File: src/inc/ppcc_pkg.sv
// shared constants and types of the profile position command block
package ppcc_pkg;
   // apb register byte addresses
   localparam logic [15:0] PPCC_OFF_CMD       = 16'h6040;
   localparam logic [15:0] PPCC_OFF_STATUS    = 16'h6044;
   localparam logic [15:0] PPCC_OFF_IRQ_STAT  = 16'h6048;
   localparam logic [15:0] PPCC_OFF_IRQ_MASK  = 16'h604c;
   localparam logic [15:0] PPCC_OFF_STOP_CFG  = 16'h6050;
   // command word fields
   localparam int unsigned PPCC_CMD_START     = 4;
   localparam int unsigned PPCC_CMD_IMMED     = 5;
   localparam int unsigned PPCC_CMD_INCR      = 6;
   localparam int unsigned PPCC_CMD_FRESET    = 7;
   localparam int unsigned PPCC_CMD_HALT      = 8;
   localparam int unsigned PPCC_CMD_ORIGIN    = 12;
   localparam int unsigned PPCC_CMD_PUSH      = 13;
   localparam int unsigned PPCC_CMD_WRAP      = 14;
   localparam logic [15:0] PPCC_CMD_MASK      = 16'h71ff;
   localparam logic [15:0] PPCC_CMD_RESET     = 16'h0000;
   // status word fields
   localparam int unsigned PPCC_ST_TORQUE     = 15;
   localparam int unsigned PPCC_ST_FOLLOW     = 13;
   localparam int unsigned PPCC_ST_ACK        = 12;
   localparam int unsigned PPCC_ST_INTLIM     = 11;
   localparam int unsigned PPCC_ST_TARGET     = 10;
   localparam int unsigned PPCC_ST_REMOTE     = 9;
   localparam int unsigned PPCC_DRV_OP_EN     = 2;
   localparam logic [15:0] PPCC_STATUS_RESET  = 16'h0000;
   // stop method selection
   localparam int unsigned PPCC_STOP_W        = 2;
   localparam logic [1:0]  PPCC_STOP_RESET    = 2'h0;
   // interrupt status and mask layout
   localparam int unsigned PPCC_IRQ_W         = 2;
   localparam int unsigned PPCC_IRQ_ACCEPT    = 0;
   localparam int unsigned PPCC_IRQ_IGNORE    = 1;
   localparam logic [1:0]  PPCC_IRQ_RESET     = 2'h0;
   localparam int unsigned PPCC_SYNC_STAGES   = 2;
   // stored command state
   typedef enum logic {
      ppcc_none,
      ppcc_held
   } ppcc_pend_t;
endpackage : ppcc_pkg

File: src/inc/ppcc_start_if.sv
// signals between the register side and the start controller
`timescale 1ns/100ps
interface ppcc_start_if;
   logic start_bit;
   logic immed_bit;
   logic incr_bit;
   logic halt_bit;
   logic stop_active;
   logic op_enabled;
   logic excited;
   logic busy;
   logic done;
   logic launch;
   logic launch_incr;
   logic launch_replace;
   logic accepted;
   logic ignored;
   logic ack;
   modport ctrl (input start_bit, immed_bit, incr_bit, halt_bit, stop_active, op_enabled,
                 excited, busy, done,
                 output launch, launch_incr, launch_replace, accepted, ignored, ack);
   modport regs (output start_bit, immed_bit, incr_bit, halt_bit, stop_active, op_enabled,
                 excited, busy, done,
                 input launch, launch_incr, launch_replace, accepted, ignored, ack);
endinterface : ppcc_start_if

File: src/design/ppcc_top.sv
// profile position command control: apb registers, status word, interrupt
//
// Design decision made here: register access over APB.
`timescale 1ns/100ps
module ppcc_top
   import ppcc_pkg::*;
(
   input  wire logic                   pclk,
   input  wire logic                   presetn,
   input  wire logic                   psel,
   input  wire logic                   penable,
   input  wire logic                   pwrite,
   input  wire logic [15:0]            paddr,
   input  wire logic [31:0]            pwdata,
   output logic      [31:0]            prdata,
   output logic                        pready,
   output logic                        pslverr,
   input  wire logic                   ext_stop_pin,
   input  wire logic                   motor_excited,
   input  wire logic [7:0]             drive_state_flags,
   input  wire logic                   motion_busy,
   input  wire logic                   motion_done,
   input  wire logic                   torque_limit_reached,
   input  wire logic                   following_error,
   input  wire logic                   internal_limit_active,
   input  wire logic                   target_reached,
   input  wire logic                   remote_active,
   output logic                        halt_req,
   output logic      [PPCC_STOP_W-1:0] halt_method,
   output logic      [4:0]             drive_ctl_bits,
   output logic                        wrap_select,
   output logic                        push_select,
   output logic                        incremental_origin_select,
   output logic                        launch,
   output logic                        launch_incremental,
   output logic                        launch_replace,
   output logic                        irq
);
   logic [15:0]            cmd_q,      cmd_d;
   logic [15:0]            status_q,   status_d;
   logic [PPCC_STOP_W-1:0] stop_q,     stop_d;
   logic [PPCC_IRQ_W-1:0]  istat_q,    istat_d;
   logic [PPCC_IRQ_W-1:0]  imask_q,    imask_d;
   logic [31:0]            rdata_q,    rdata_d;
   logic                   err_q,      err_d;
   logic                   setup;
   logic                   access;
   logic                   wr_cmd;
   logic                   wr_stop;
   logic                   wr_istat;
   logic                   wr_imask;
   logic [15:0]            wr_cmd_val;
   logic [PPCC_IRQ_W-1:0]  events;
   logic                   stop_pin_s;

   ppcc_start_if sif ();

   // stop pin comes from outside the clock domain
   ppcc_sync #(
      .WIDTH (1)
   ) u_stop_sync (
      .pclk     (pclk),
      .presetn  (presetn),
      .async_in (ext_stop_pin),
      .sync_out (stop_pin_s)
   );

   ppcc_start_ctrl u_start (
      .pclk    (pclk),
      .presetn (presetn),
      .sif     (sif)
   );

   // feed the start controller from the command word and drive state
   assign sif.start_bit   = cmd_q[PPCC_CMD_START];
   assign sif.immed_bit   = cmd_q[PPCC_CMD_IMMED];
   assign sif.incr_bit    = cmd_q[PPCC_CMD_INCR];
   assign sif.halt_bit    = cmd_q[PPCC_CMD_HALT];
   assign sif.stop_active = stop_pin_s;
   assign sif.op_enabled  = drive_state_flags[PPCC_DRV_OP_EN];
   assign sif.excited     = motor_excited;
   assign sif.busy        = motion_busy;
   assign sif.done        = motion_done;

   // apb phase decode; zero wait states, so pready is constant high
   assign setup      = psel & ~penable;
   assign access     = psel & penable;
   assign wr_cmd     = access & pwrite & (paddr == PPCC_OFF_CMD);
   assign wr_stop    = access & pwrite & (paddr == PPCC_OFF_STOP_CFG);
   assign wr_istat   = access & pwrite & (paddr == PPCC_OFF_IRQ_STAT);
   assign wr_imask   = access & pwrite & (paddr == PPCC_OFF_IRQ_MASK);
   assign wr_cmd_val = pwdata[15:0] & PPCC_CMD_MASK;
   assign pready     = 1'b1;
   assign pslverr    = access & err_q;

   // read data latched in setup so prdata comes from a flop in access
   always_comb begin
      rdata_d = rdata_q;
      err_d   = err_q;
      if (setup) begin
         err_d = 1'b0;
         unique case (paddr)
            PPCC_OFF_CMD:      rdata_d = {16'h0000, cmd_q};
            PPCC_OFF_STATUS:   rdata_d = {16'h0000, status_q};
            PPCC_OFF_IRQ_STAT: rdata_d = {30'h00000000, istat_q};
            PPCC_OFF_IRQ_MASK: rdata_d = {30'h00000000, imask_q};
            PPCC_OFF_STOP_CFG: rdata_d = {30'h00000000, stop_q};
            default: begin
               rdata_d = 32'h00000000;
               err_d   = 1'b1;
            end
         endcase
      end
   end

   // software state: command word, stop method, mask
   always_comb begin
      cmd_d   = cmd_q;
      stop_d  = stop_q;
      imask_d = imask_q;
      if (wr_cmd) begin
         cmd_d = wr_cmd_val;          // reserved bits 15, 11..9 read zero
      end
      if (wr_stop) begin
         stop_d = pwdata[PPCC_STOP_W-1:0];
      end
      if (wr_imask) begin
         imask_d = pwdata[PPCC_IRQ_W-1:0];
      end
   end

   // sticky events; a set in the clearing cycle survives the clear
   assign events = {sif.ignored, sif.accepted};
   always_comb begin
      istat_d = istat_q;
      if (wr_istat) begin
         istat_d = istat_q & ~pwdata[PPCC_IRQ_W-1:0];
      end
      istat_d = istat_d | events;
   end
   assign irq = |(istat_q & imask_q);

   // status word assembled every cycle, unused bits 14 and 8 held low
   always_comb begin
      status_d                 = PPCC_STATUS_RESET;
      status_d[PPCC_ST_TORQUE] = torque_limit_reached;
      status_d[PPCC_ST_FOLLOW] = following_error;
      status_d[PPCC_ST_ACK]    = sif.ack;
      status_d[PPCC_ST_INTLIM] = internal_limit_active;
      status_d[PPCC_ST_TARGET] = target_reached;
      status_d[PPCC_ST_REMOTE] = remote_active;
      status_d[7:0]            = drive_state_flags;
   end

   // registers only
   always_ff @(posedge pclk or negedge presetn) begin
      if (!presetn) begin
         cmd_q    <= PPCC_CMD_RESET;
         status_q <= PPCC_STATUS_RESET;
         stop_q   <= PPCC_STOP_RESET;
         istat_q  <= PPCC_IRQ_RESET;
         imask_q  <= PPCC_IRQ_RESET;
         rdata_q  <= 32'h00000000;
         err_q    <= 1'b0;
      end else begin
         cmd_q    <= cmd_d;
         status_q <= status_d;
         stop_q   <= stop_d;
         istat_q  <= istat_d;
         imask_q  <= imask_d;
         rdata_q  <= rdata_d;
         err_q    <= err_d;
      end
   end

   // outward decode of the command word
   assign halt_req    = cmd_q[PPCC_CMD_HALT];
   assign halt_method = stop_q;
   // state machine bits pass through undecoded
   assign drive_ctl_bits = {cmd_q[PPCC_CMD_FRESET], cmd_q[3:0]};
   // selection bits are the master's to settle before the start edge
   assign wrap_select               = cmd_q[PPCC_CMD_WRAP];
   assign push_select               = cmd_q[PPCC_CMD_PUSH];
   assign incremental_origin_select = cmd_q[PPCC_CMD_ORIGIN];
   assign launch             = sif.launch;
   assign launch_incremental = sif.launch_incr;
   assign launch_replace     = sif.launch_replace;
   assign prdata             = rdata_q;
endmodule : ppcc_top

File: src/design/ppcc_sync.sv
// two-stage synchroniser for pin inputs
`timescale 1ns/100ps
module ppcc_sync
   import ppcc_pkg::*;
#(
   parameter int unsigned WIDTH = 1
) (
   input  wire logic             pclk,
   input  wire logic             presetn,
   input  wire logic [WIDTH-1:0] async_in,
   output logic      [WIDTH-1:0] sync_out
);
   logic [WIDTH-1:0] meta_q;
   logic [WIDTH-1:0] sync_q;

   // first stage feeds the second only
   always_ff @(posedge pclk or negedge presetn) begin
      if (!presetn) begin
         meta_q <= '0;
         sync_q <= '0;
      end else begin
         meta_q <= async_in;
         sync_q <= meta_q;
      end
   end
   assign sync_out = sync_q;
endmodule : ppcc_sync

File: src/design/ppcc_start_ctrl.sv
// start trigger edge, acceptance, stored or immediate command launch
`timescale 1ns/100ps
module ppcc_start_ctrl
   import ppcc_pkg::*;
(
   input wire logic pclk,
   input wire logic presetn,
   ppcc_start_if.ctrl sif
);
   logic       prev_q,       prev_d;
   logic       launch_q,     launch_d;
   logic       incr_q,       incr_d;
   logic       replace_q,    replace_d;
   logic       acc_q,        acc_d;
   logic       ign_q,        ign_d;
   logic       ack_q,        ack_d;
   logic       pend_incr_q,  pend_incr_d;
   ppcc_pend_t pend_q,       pend_d;
   logic       rise;
   logic       ok;

   assign rise = sif.start_bit & ~prev_q;
   assign ok   = ~sif.halt_bit & ~sif.stop_active & sif.op_enabled & sif.excited;

   // next values of the launch and store logic
   always_comb begin
      prev_d      = sif.start_bit;
      launch_d    = 1'b0;
      incr_d      = incr_q;
      replace_d   = 1'b0;
      acc_d       = 1'b0;
      ign_d       = rise & ~ok;
      ack_d       = ack_q;
      pend_d      = pend_q;
      pend_incr_d = pend_incr_q;
      if (rise && ok) begin
         acc_d = 1'b1;
         ack_d = 1'b1;
         if (!sif.busy || sif.immed_bit) begin
            launch_d  = 1'b1;
            incr_d    = sif.incr_bit;
            replace_d = sif.busy;
            pend_d    = ppcc_none;
         end else begin
            pend_d      = ppcc_held;
            pend_incr_d = sif.incr_bit;
         end
      end else begin
         unique case (pend_q)
            ppcc_none: ;
            ppcc_held: if (sif.done && ok) begin
               launch_d = 1'b1;
               incr_d   = pend_incr_q;
               pend_d   = ppcc_none;
            end
         endcase
      end
      // a halt or leaving operation drops the stored command
      if (sif.halt_bit || !sif.op_enabled) begin
         pend_d = ppcc_none;
      end
      if (!sif.start_bit || !sif.op_enabled) begin
         ack_d = 1'b0;
      end
   end

   // registers only
   always_ff @(posedge pclk or negedge presetn) begin
      if (!presetn) begin
         prev_q      <= 1'b0;
         launch_q    <= 1'b0;
         incr_q      <= 1'b0;
         replace_q   <= 1'b0;
         acc_q       <= 1'b0;
         ign_q       <= 1'b0;
         ack_q       <= 1'b0;
         pend_q      <= ppcc_none;
         pend_incr_q <= 1'b0;
      end else begin
         prev_q      <= prev_d;
         launch_q    <= launch_d;
         incr_q      <= incr_d;
         replace_q   <= replace_d;
         acc_q       <= acc_d;
         ign_q       <= ign_d;
         ack_q       <= ack_d;
         pend_q      <= pend_d;
         pend_incr_q <= pend_incr_d;
      end
   end

   assign sif.launch         = launch_q;
   assign sif.launch_incr    = incr_q;
   assign sif.launch_replace = replace_q;
   assign sif.accepted       = acc_q;
   assign sif.ignored        = ign_q;
   assign sif.ack            = ack_q;
endmodule : ppcc_start_ctrl

File: config.mk
export PLATFORM = sky130hd
export DESIGN_NAME = ppcc_top
export DESIGN_NICKNAME = d
export VERILOG_FILES = /design/src/inc/ppcc_pkg.sv /design/src/inc/ppcc_start_if.sv /design/src/design/ppcc_top.sv /design/src/design/ppcc_sync.sv /design/src/design/ppcc_start_ctrl.sv
export SDC_FILE = /design/constraint.sdc
export NUM_CORES = 1
export LEC_CHECK = 0
export BUFFER_PORTS_ARGS = -buffer_cell sky130_fd_sc_hd__buf_2
export CAP_MARGIN = 20
export CORE_AREA = 2 2 86 88
export DETAILED_ROUTE_END_ITERATION = 16
export DIE_AREA = 0 0 88 90
export GPL_TIMING_DRIVEN = 1
export PLACE_DENSITY_LB_ADDON = 0.05
export SYNTH_ARGS = -nofsm -noshare
export SYNTH_HDL_FRONTEND = slang
export SYNTH_HIERARCHICAL = 1
export SYNTH_SLANG_ARGS = --single-unit
File: constraint.sdc
create_clock -name pclk -period 3.3 [get_ports pclk]
set_clock_uncertainty 0.1 [all_clocks]
set_input_delay 0.33 -clock pclk [delete_from_list [all_inputs] [get_ports pclk]]
set_output_delay 0.33 -clock pclk [all_outputs]
set_load 0.01 [all_outputs]
==> results.txt, run 1 <==
----------------------------------------------------
[Status]
  Result of the run ... complete, no violations

[Global routing]
  Vias in the first global route ... 1845
  Antenna violations before repair ... 0
  Total congestion overflow ... 0
  Global-route wire length before repair ... 9108 um
  Pin count of the biggest net entering global routing ... 48
  Global-route usage over all layers ... between 10% and 20%

[Finish]
  Fill cell count ... 647
  Total area of multi-input combinational cells ... 991.0 um2
  Antenna Cells ... 0
  Area added between synthesis and finish ... 29.96%
  Layout cells sized above 1 ... ~45%
  Final instance count without filler cells ... 409
  Post-layout net count ... 375
  Footprint of the flip-flops and latches ... approximately 0.0015 mm2

[Route]
  Average vias per placed instance ... 4.511
  Via total after detailed routing ... roughly 1.8k
  Routed wire length per instance ... 13.96 um
  Routed Antenna Nets ... 0
  Total detailed-routing wirelength ... roughly 5700 um
  Post-route DRC ... 0
  Initial DRC Count ... 81
  Number of detailed-routing iterations run before antenna repair ... 4

[STA]
  Setup repair after global routing missed its margin ... no
  Final worst setup slack ... 1.234 ns
  Transition at the pin with the smallest max-transition slack ... 0.7782 ns
  Setup Total Neg Slack ... 0 ns
  Max-slew violation count ... 0
  Final Hold Violating Endpoints ... 0
  Period utilisation layout ... 62.60%
  Minimum clock period after layout ... 2.066 ns
  Total of endpoints with negative setup slack in the final report ... 0
  Max Freq ... between 400 and 500 MHz
  Max-slew headroom at the worst pin ... 48.12%

[Worst setup path]
  Crit. End Element ... flop
  Path depth of the worst reg2reg path ... 4
  Req. time, crit path ... 3.42 ns
  Data arrival time of the worst path ... 2.19 ns
  Crit Path Max Fanout ... 5
  Worst setup SP type ... flop
  Crit-path max cell delay ... ~0.5 ns
  Cell-by-cell trace of the critical path ... nand2b_1, or3b_4, or4_4, mux2_4
  Critical path start-end classification ... reg -> reg
  Cell with the largest stage delay on the worst path ... sky130_fd_sc_hd__or4_4

[Power and ir drop]
  Power Dens Cells ... ~470 mW/mm2
  Peak ir drop on the vdd network ... 0.0002406 V
  Portion of total power attributed to the clock network ... 47.3%
  Combinational group share of total power ... 6.8%
  Pwr Total ... 1.625 mW
  Sequential power share ... a little under half
  Total net switching power ... 343.3 uW
  Switching part of the total power ... 21.12%
  Internal cell power ... between 1 and 1.5 mW
  Leakage dissipation ... 1.782 nW

[Clock tree]
  Number of hold buffers added after cts ... 13
  Clock latency at the later pin of the worst-skew pair ... approximately 0.33 ns
  CTS clk-pin slew, worst paths ... 0.07 ns
  Post-CTS setup buffer count ... 0
  Clock Path Buffers ... 2
  CTS H-tree depth ... 3
  Number of clock buffers inserted by TritonCTS ... 9
  CTS tree ... built
  Clock Root Buffer ... sky130_fd_sc_hd__clkbuf_8
  Post-cts repair resize count ... 0
  Clock Sinks ... 60

[Placement]
  Number of instances in the placed design ... 378
  Pre-CTS worst setup slack ... 0.8975 ns
  Count of input and output buffers ... 81
  Detailed-placement wirelength estimate ... approximately 4000 um
  Routability cong. ... 0.7076

[Logic synthesis]
  Synth Instances ... 209
  Dominant cell type by area after synthesis ... sky130_fd_sc_hd__dfrtp_1
  Post-synth cell types ... 40
  FFs w/ async S/R, synth ... 100.0%
  Primary flip-flop cell chosen by synthesis mapping ... sky130_fd_sc_hd__dfrtp_1
  Sequential cell area fraction in the yosys report ... between 50 and 60%
  Avg Inst Size Synth ... 12.71 um2
  Most used standard cells in the synthesized netlist ... sky130_fd_sc_hd__dfrtp_1 (60), sky130_fd_sc_hd__nand2_1 (24), sky130_fd_sc_hd__buf_4 (22)
  Number of flip-flops and latches in the synthesized netlist ... 60
  Mapped cell area ... 0.002656 mm2
  Top cells by area, synth ... sky130_fd_sc_hd__dfrtp_1 (57%), sky130_fd_sc_hd__mux2_2 (6.8%), sky130_fd_sc_hd__buf_4 (6.2%)
  Number of enable-type register cells in the synthesized netlist ... 0
  Most instantiated library cell after synthesis ... sky130_fd_sc_hd__dfrtp_1
  Synth warnings ... 6
  Share of Yosys cell area claimed by the top area cell type ... 56.52%

[Die]
  Core area ... 0.007020 mm2
  Std cell rows ... 31
  Initial core utilization ... 37.84%
  Die outline area ... 0.007920 mm2
  Overall die height ... about 90 um
  Width of the die ... 88 um
  Number of top-level pins ... 119

[Run]
  Number of violations of the max-capacitance limit ... 0

[Worst hold path]
  Hold Path Cell Cnt ... 1
  Tightest Hold Check Type ... in -> reg

----------------------------------------------------
[placed cells by master, fill, tap and decap left out, types with 2 or more instances in the layout]
master	n
sky130_fd_sc_hd__buf_2	81
sky130_fd_sc_hd__dfrtp_1	60
sky130_fd_sc_hd__nand2_1	24
sky130_fd_sc_hd__conb_1	17
sky130_fd_sc_hd__mux2_2	16
sky130_fd_sc_hd__dlygate4sd3_1	14
sky130_fd_sc_hd__clkbuf_8	12
sky130_fd_sc_hd__o21ai_2	10
sky130_fd_sc_hd__mux2i_1	8
sky130_fd_sc_hd__nor2_1	7
sky130_fd_sc_hd__o21ai_0	6
sky130_fd_sc_hd__inv_1	3
sky130_fd_sc_hd__nand2b_1	3
sky130_fd_sc_hd__nor2b_1	3
sky130_fd_sc_hd__a21oi_1	3
sky130_fd_sc_hd__buf_4	3
sky130_fd_sc_hd__nand3_1	2
sky130_fd_sc_hd__and4bb_2	2
sky130_fd_sc_hd__nor4_2	2
sky130_fd_sc_hd__nor4b_1	2
sky130_fd_sc_hd__a31oi_1	2
sky130_fd_sc_hd__and3_1	2
sky130_fd_sc_hd__nor4_4	2
sky130_fd_sc_hd__a32o_1	2
sky130_fd_sc_hd__mux4_2	2
sky130_fd_sc_hd__a21o_1	2
sky130_fd_sc_hd__nor3_1	2
sky130_fd_sc_hd__bufinv_16	2
[logic make-up (layout without fill, tap and decap cells)]
group	count (synthesis)	count (layout)	share of synthesized area [%]
flops	60	60	56.52
compound gates	29	29	8.054
mux	27	27	12.06
simple gates	59	59	14.79
other cells	2	17	0.2827
buf+inv	32	118	8.290
[worst paths after layout]
path | from | endpoint | slack [ns]
setup / recovery | cmd_q[8]$_DFFE_PN0P_ | u_start/pend_incr_q$_DFFE_PN0P_ | 1.23
hold / removal | drive_state_flags[2] | status_q[2]$_DFF_PN0_ | 0.06
setup reg to reg | cmd_q[8]$_DFFE_PN0P_ | u_start/pend_incr_q$_DFFE_PN0P_ | 1.23
hold reg to reg | u_stop_sync/meta_q$_DFF_PN0_ | u_stop_sync/sync_out$_DFF_PN0_ | 0.25
max in group asynchronous | presetn | status_q[15]$_DFF_PN0_ | 2.18
min in group asynchronous | presetn | halt_method[1]$_DFFE_PN0P_ | 0.28
[worst max-delay path, delay by kind of cell (launching register included)]
| kind | cells | cell delay [ns] |
|---|---|---|
| multiplexers | 1 | 0.31 |
| flip-flops | 1 | 0.46 |
| AND/OR/NAND/NOR | 3 | 1.10 |
[flip-flops by register name, summed over array words and instances (netlist names)]
name,cells
prdata,16
status_q,14
cmd_q,12
halt_method,2
imask_q,2
istat_q,2
err_q,1
u_start/pend_incr_q,1
u_start/pend_q,1
u_start/prev_q,1
u_start/sif.accepted,1
u_start/sif.ack,1
u_start/sif.ignored,1
u_start/sif.launch,1
u_start/sif.launch_incr,1
u_start/sif.launch_replace,1
u_stop_sync/meta_q,1
u_stop_sync/sync_out,1
[layout make-up]
cell class	instances	area share [%]
clock inverters	3	1.957
flip-flops and latches	60	43.49
clock buffers	13	4.893
repair buffers	99	17.04
well taps	99	3.588
inverters	3	0.3262
multi-input cells	132	28.71
[per-stage QoR]
step	cell area [um2]	hold slack (ns)	util, %
final	3452	0.06485	49.17
after global routing	3452	0.03374	49.17
after CTS	3422	0.04714	48.74
after detailed placement	3055	0.2372	43.52
after global placement	3055	0.2333	43.52
after floorplan	2713	-0.06559	-
[layer usage]
metal | vias up | track usage (%) | part of all wire [%]
met5 | - | 0 | 0
met2 | 61 | 23.42 | 50
li1 | 889 | - | -
met3 | 6 | 5.969 | 5.8
met4 | 0 | 5.769 | 0.96
met1 | 889 | 19.12 | 44
[power by group through the flow]
stage                     clock [mW]  sequential [mW]  combinational [mW]
final                          0.768            0.747               0.110
after global routing           0.830            0.747               0.122
after CTS                      0.789            0.747               0.108
after detailed placement           0            0.761              0.0960
after global placement             0            0.761              0.0952
after floorplan                    0            0.761              0.0548
Note: power is estimated with default switching activity, not from simulation.
==> run 2: changes to the inputs <==
Settings changed: ABC_AREA from default to 1, CORE_AREA 2 2 86 88 to 2 2 88 90, DIE_AREA 0 0 88 90 to 0 0 90 92.
Clock period 3.3 ns to 2.12 ns, I/O delays scaled along.
==> results.txt, run 2 <==
----------------------------------------------------
[Status]
  Result of the run ... complete, no violations

[Worst setup path]
  Endpoint of the worst setup timing path ... irq
  Worst setup SP type ... flop
  Startpoint of the worst setup timing path ... istat_q[1]$_DFF_PN0_
  FF-to-FF End ... u_start/sif.launch_incr$_DFFE_PN0P_
  Crit. End Element ... output port
  Critical path start-end classification ... reg -> out
  Reg-to-reg critical path startpoint ... cmd_q[8]$_DFFE_PN0P_
  Data arrival time of the worst path ... 1.12 ns (-1.07 ns)
  Crit Path Max Fanout ... 3 (-2)
  Req. time, crit path ... 1.81 ns (-1.61 ns)
  Register-to-register setup slack ... 0.83 ns (-0.40 ns)
  Path depth of the worst reg2reg path ... 8 (+4)

[Logic synthesis]
  FFs w/ async S/R, synth ... 100.0% (unchanged)
  Combinational family with the most area after synthesis ... simple AND/OR/NAND/NOR gates
  Most used standard cells in the synthesized netlist ... sky130_fd_sc_hd__nand2_1 (92), sky130_fd_sc_hd__dfrtp_1 (60), sky130_fd_sc_hd__inv_1 (33)
  Post-synth cell types ... 24 (-40%)
  Fraction of synthesized cell area in xor and xnor cells ... 0% (unchanged)
  Primary flip-flop cell chosen by synthesis mapping ... sky130_fd_sc_hd__dfrtp_1
  Number of flip-flops and latches in the synthesized netlist ... 60 (unchanged)
  Mapped cell area ... 0.002796 mm2 (+5.3%)
  Share of Yosys cell area claimed by the top area cell type ... 53.69% (-2.8 points)
  Synth warnings ... 6 (unchanged)
  Share of the synthesized area in compound gates (AO/OA/AOI/OAI) ... 4.966% (-3.1 points)
  Synth Instances ... 321 (+54%)
  Sequential cell area fraction in the yosys report ... 53.69% (-2.8 points)
  Most instantiated library cell after synthesis ... sky130_fd_sc_hd__nand2_1
  Simple logic cell fraction of the synthesized area ... 28.41% (+14 points)
  Avg Inst Size Synth ... 8.712 um2 (-31%)
  Top cells by area, synth ... sky130_fd_sc_hd__dfrtp_1 (54%), sky130_fd_sc_hd__nand2_1 (12%), sky130_fd_sc_hd__buf_4 (6.2%)
  Number of enable-type register cells in the synthesized netlist ... 0 (unchanged)
  Post-synthesis mux area share ... 0% (-12 points)
  Dominant cell type by area after synthesis ... sky130_fd_sc_hd__dfrtp_1
  Area share of fa/ha/maj cells after synthesis ... 0% (unchanged)

[Clock tree]
  Number of clock buffers inserted by TritonCTS ... 9 (unchanged)
  Clock Sinks ... 60 (unchanged)
  CTS tree ... built
  Clock latency at the later pin of the worst-skew pair ... 0.33 ns (about the same)
  CTS H-tree depth ... 3 (unchanged)
  Clock Root Buffer ... sky130_fd_sc_hd__clkbuf_8
  Clock Path Buffers ... 2 (unchanged)
  Post-cts repair resize count ... 0 (unchanged)
  CTS clk-pin slew, worst paths ... 0.07 ns (about the same)

[STA]
  Total of endpoints with negative setup slack in the final report ... 0 (unchanged)
  Final Hold Violating Endpoints ... 0 (unchanged)
  Setup repair after global routing missed its margin ... no
  Max Freq ... ~700 MHz
  Max-slew violation count ... 0 (unchanged)
  Max-slew headroom at the worst pin ... 62.26% (+14 points)
  Period utilisation layout ... 67.77%
  Transition at the pin with the smallest max-transition slack ... 0.5654 ns (-0.2128 ns)
  Worst Hold Slack ... 0.01744 ns (-0.04742 ns)
  Final worst setup slack ... 0.6833 ns (-0.5511 ns)
  Setup Total Neg Slack ... 0 ns (unchanged)
  Minimum clock period after layout ... 1.437 ns

[Power and ir drop]
  Power Dens Cells ... 690.6 mW/mm2 (+47%)
  Peak ir drop on the vdd network ... 0.0003020 V (+26%)
  Leakage dissipation ... 1.999 nW (+12%)

[Finish]
  Flip-flop count of the largest register, all copies and words added ... 16 (unchanged)
  Area added between synthesis and finish ... 28.95%
  Post-layout net count ... 490 (+31%)
  Highest-count cells in the layout ignoring fill and taps ... sky130_fd_sc_hd__nand2_1 (92), sky130_fd_sc_hd__buf_2 (81), sky130_fd_sc_hd__dfrtp_1 (60)
  Non-Filler Cell Area, Final ... 0.003606 mm2 (+4.5%)
  Core utilization of the finished layout ... 48.42% (-0.75 points)
  Antenna Cells ... 0 (unchanged)
  Most common cell after layout, fill and taps aside ... sky130_fd_sc_hd__nand2_1
  Layout cells sized above 1 ... 28.00% (-17 points)

[Die]
  Die outline area ... 0.008280 mm2 (+4.5%)
  Std cell rows ... 32 (+3.2%)
  Overall die height ... 92 um (+2.2%)
  Initial core utilization ... 37.55% (-0.29 points)
  Core area ... 0.007447 mm2 (+6.1%)
  Width of the die ... 90 um (+2.3%)
  Number of top-level pins ... 119 (unchanged)

[Placement]
  Pre-CTS worst setup slack ... 0.3413 ns (-0.5562 ns)
  Post-placement cell area ... 0.003209 mm2 (+5.0%)
  Detailed-placement wirelength estimate ... 4328 um (+8.1%)
  Routability cong. ... 0.7358 (+4.0%)
  Count of input and output buffers ... 81 (unchanged)

[Worst hold path]
  Tightest Hold Check Type ... in -> reg

[Route]
  Routed wire length per instance ... 11.94 um (-14%)
  Total detailed-routing wirelength ... 6292 um (+10%)
  Number of detailed-routing iterations run before antenna repair ... 4 (unchanged)
  Initial DRC Count ... 121 (+49%)
  Via total after detailed routing ... 2284 (+24%)
  Post-route DRC ... 0 (unchanged)
  Routed Antenna Nets ... 0 (unchanged)
  Average vias per placed instance ... 4.334 (-3.9%)

[Run]
  Number of violations of the max-capacitance limit ... 0 (unchanged)

[Global routing]
  Total congestion overflow ... 0 (unchanged)
  GR Layer Usage met2 ... 26.82% (+3.4 points)
  Fraction of met1 tracks used by global routing ... 22.34% (+3.2 points)
  Global-route wire length before repair ... 10920 um (+20%)
  Antenna violations before repair ... 0 (unchanged)
  Global-route usage over all layers ... 16.89% (+1.7 points)
  Busiest layer in global routing ... met2
  Pin count of the biggest net entering global routing ... 41 (-15%)
  Met3 Use GR ... 5.670% (-0.30 points)
  Vias in the first global route ... 2260 (+22%)

----------------------------------------------------
run 2: worst max-delay path, cell delays in order, from the launching register on:
cell and delay (ns):
sky130_fd_sc_hd__dfrtp_1 0.40, sky130_fd_sc_hd__a22o_1 0.25, sky130_fd_sc_hd__buf_2 0.14
run 2: kinds of logic (layout without fill, tap and decap cells):
family,count (synthesis),count (layout)
buffers and inverters,66,155
AO/OA/AOI/OAI,27,27
other,2,17
AND/OR/NAND/NOR,166,166
flip-flops,60,60
run 2: metal layers:
layer,share of wire (%),vias up
li1,-,1170
met1,47,1037
met2,47,70
met3,5.3,7
met4,0.97,0
met5,0,-
run 2: repair_timing:
item / in CTS / in global routing
hold buffers: 17 / 1
endpoints found under the hold margin: 36 / 1
buffers inserted: 0 / 0
run 2: worst min path at each step:
stage / endpoint / cells after the start / slack (ns) / from
3_3_place_gp: prdata[13]$_DFFE_PN0P_ / 1 / 0.11 / presetn
5_1_grt: cmd_q[3]$_DFFE_PN0P_ / 3 / 0.005 / pwdata[3]
3_5_place_dp: prdata[13]$_DFFE_PN0P_ / 1 / 0.11 / presetn
4_1_cts: cmd_q[5]$_DFFE_PN0P_ / 3 / 0.003 / pwdata[5]
2_1_floorplan: cmd_q[0]$_DFFE_PN0P_ / 0 / -0.18 / presetn
6_report: cmd_q[5]$_DFFE_PN0P_ / 3 / 0.02 / pwdata[5]
run 2: metrics by stage:
stage	cells	total power, mW
detailed placement	493	1.359
floorplan	336	1.285
CTS	526	2.526
finish	527	2.490
global route	527	2.605
global placement	493	1.358
run 2: final cells by class:
class,instances,area [um2]
clock inverter,5,75.07
sequential,60,1501
tap,102,127.6
fill,754,3841
inverter,36,135.1
timing repair buffer,103,628.1
clock buffer,11,141.4
multi-input combinational,210,997.2
run 2: power breakdown:
part / switching [mW] / total, mW / internal, mW
combinational: 0.107 / 0.186 / 0.0796
sequential: 0.00726 / 1.17 / 1.17
clock: 0.443 / 1.13 / 0.688
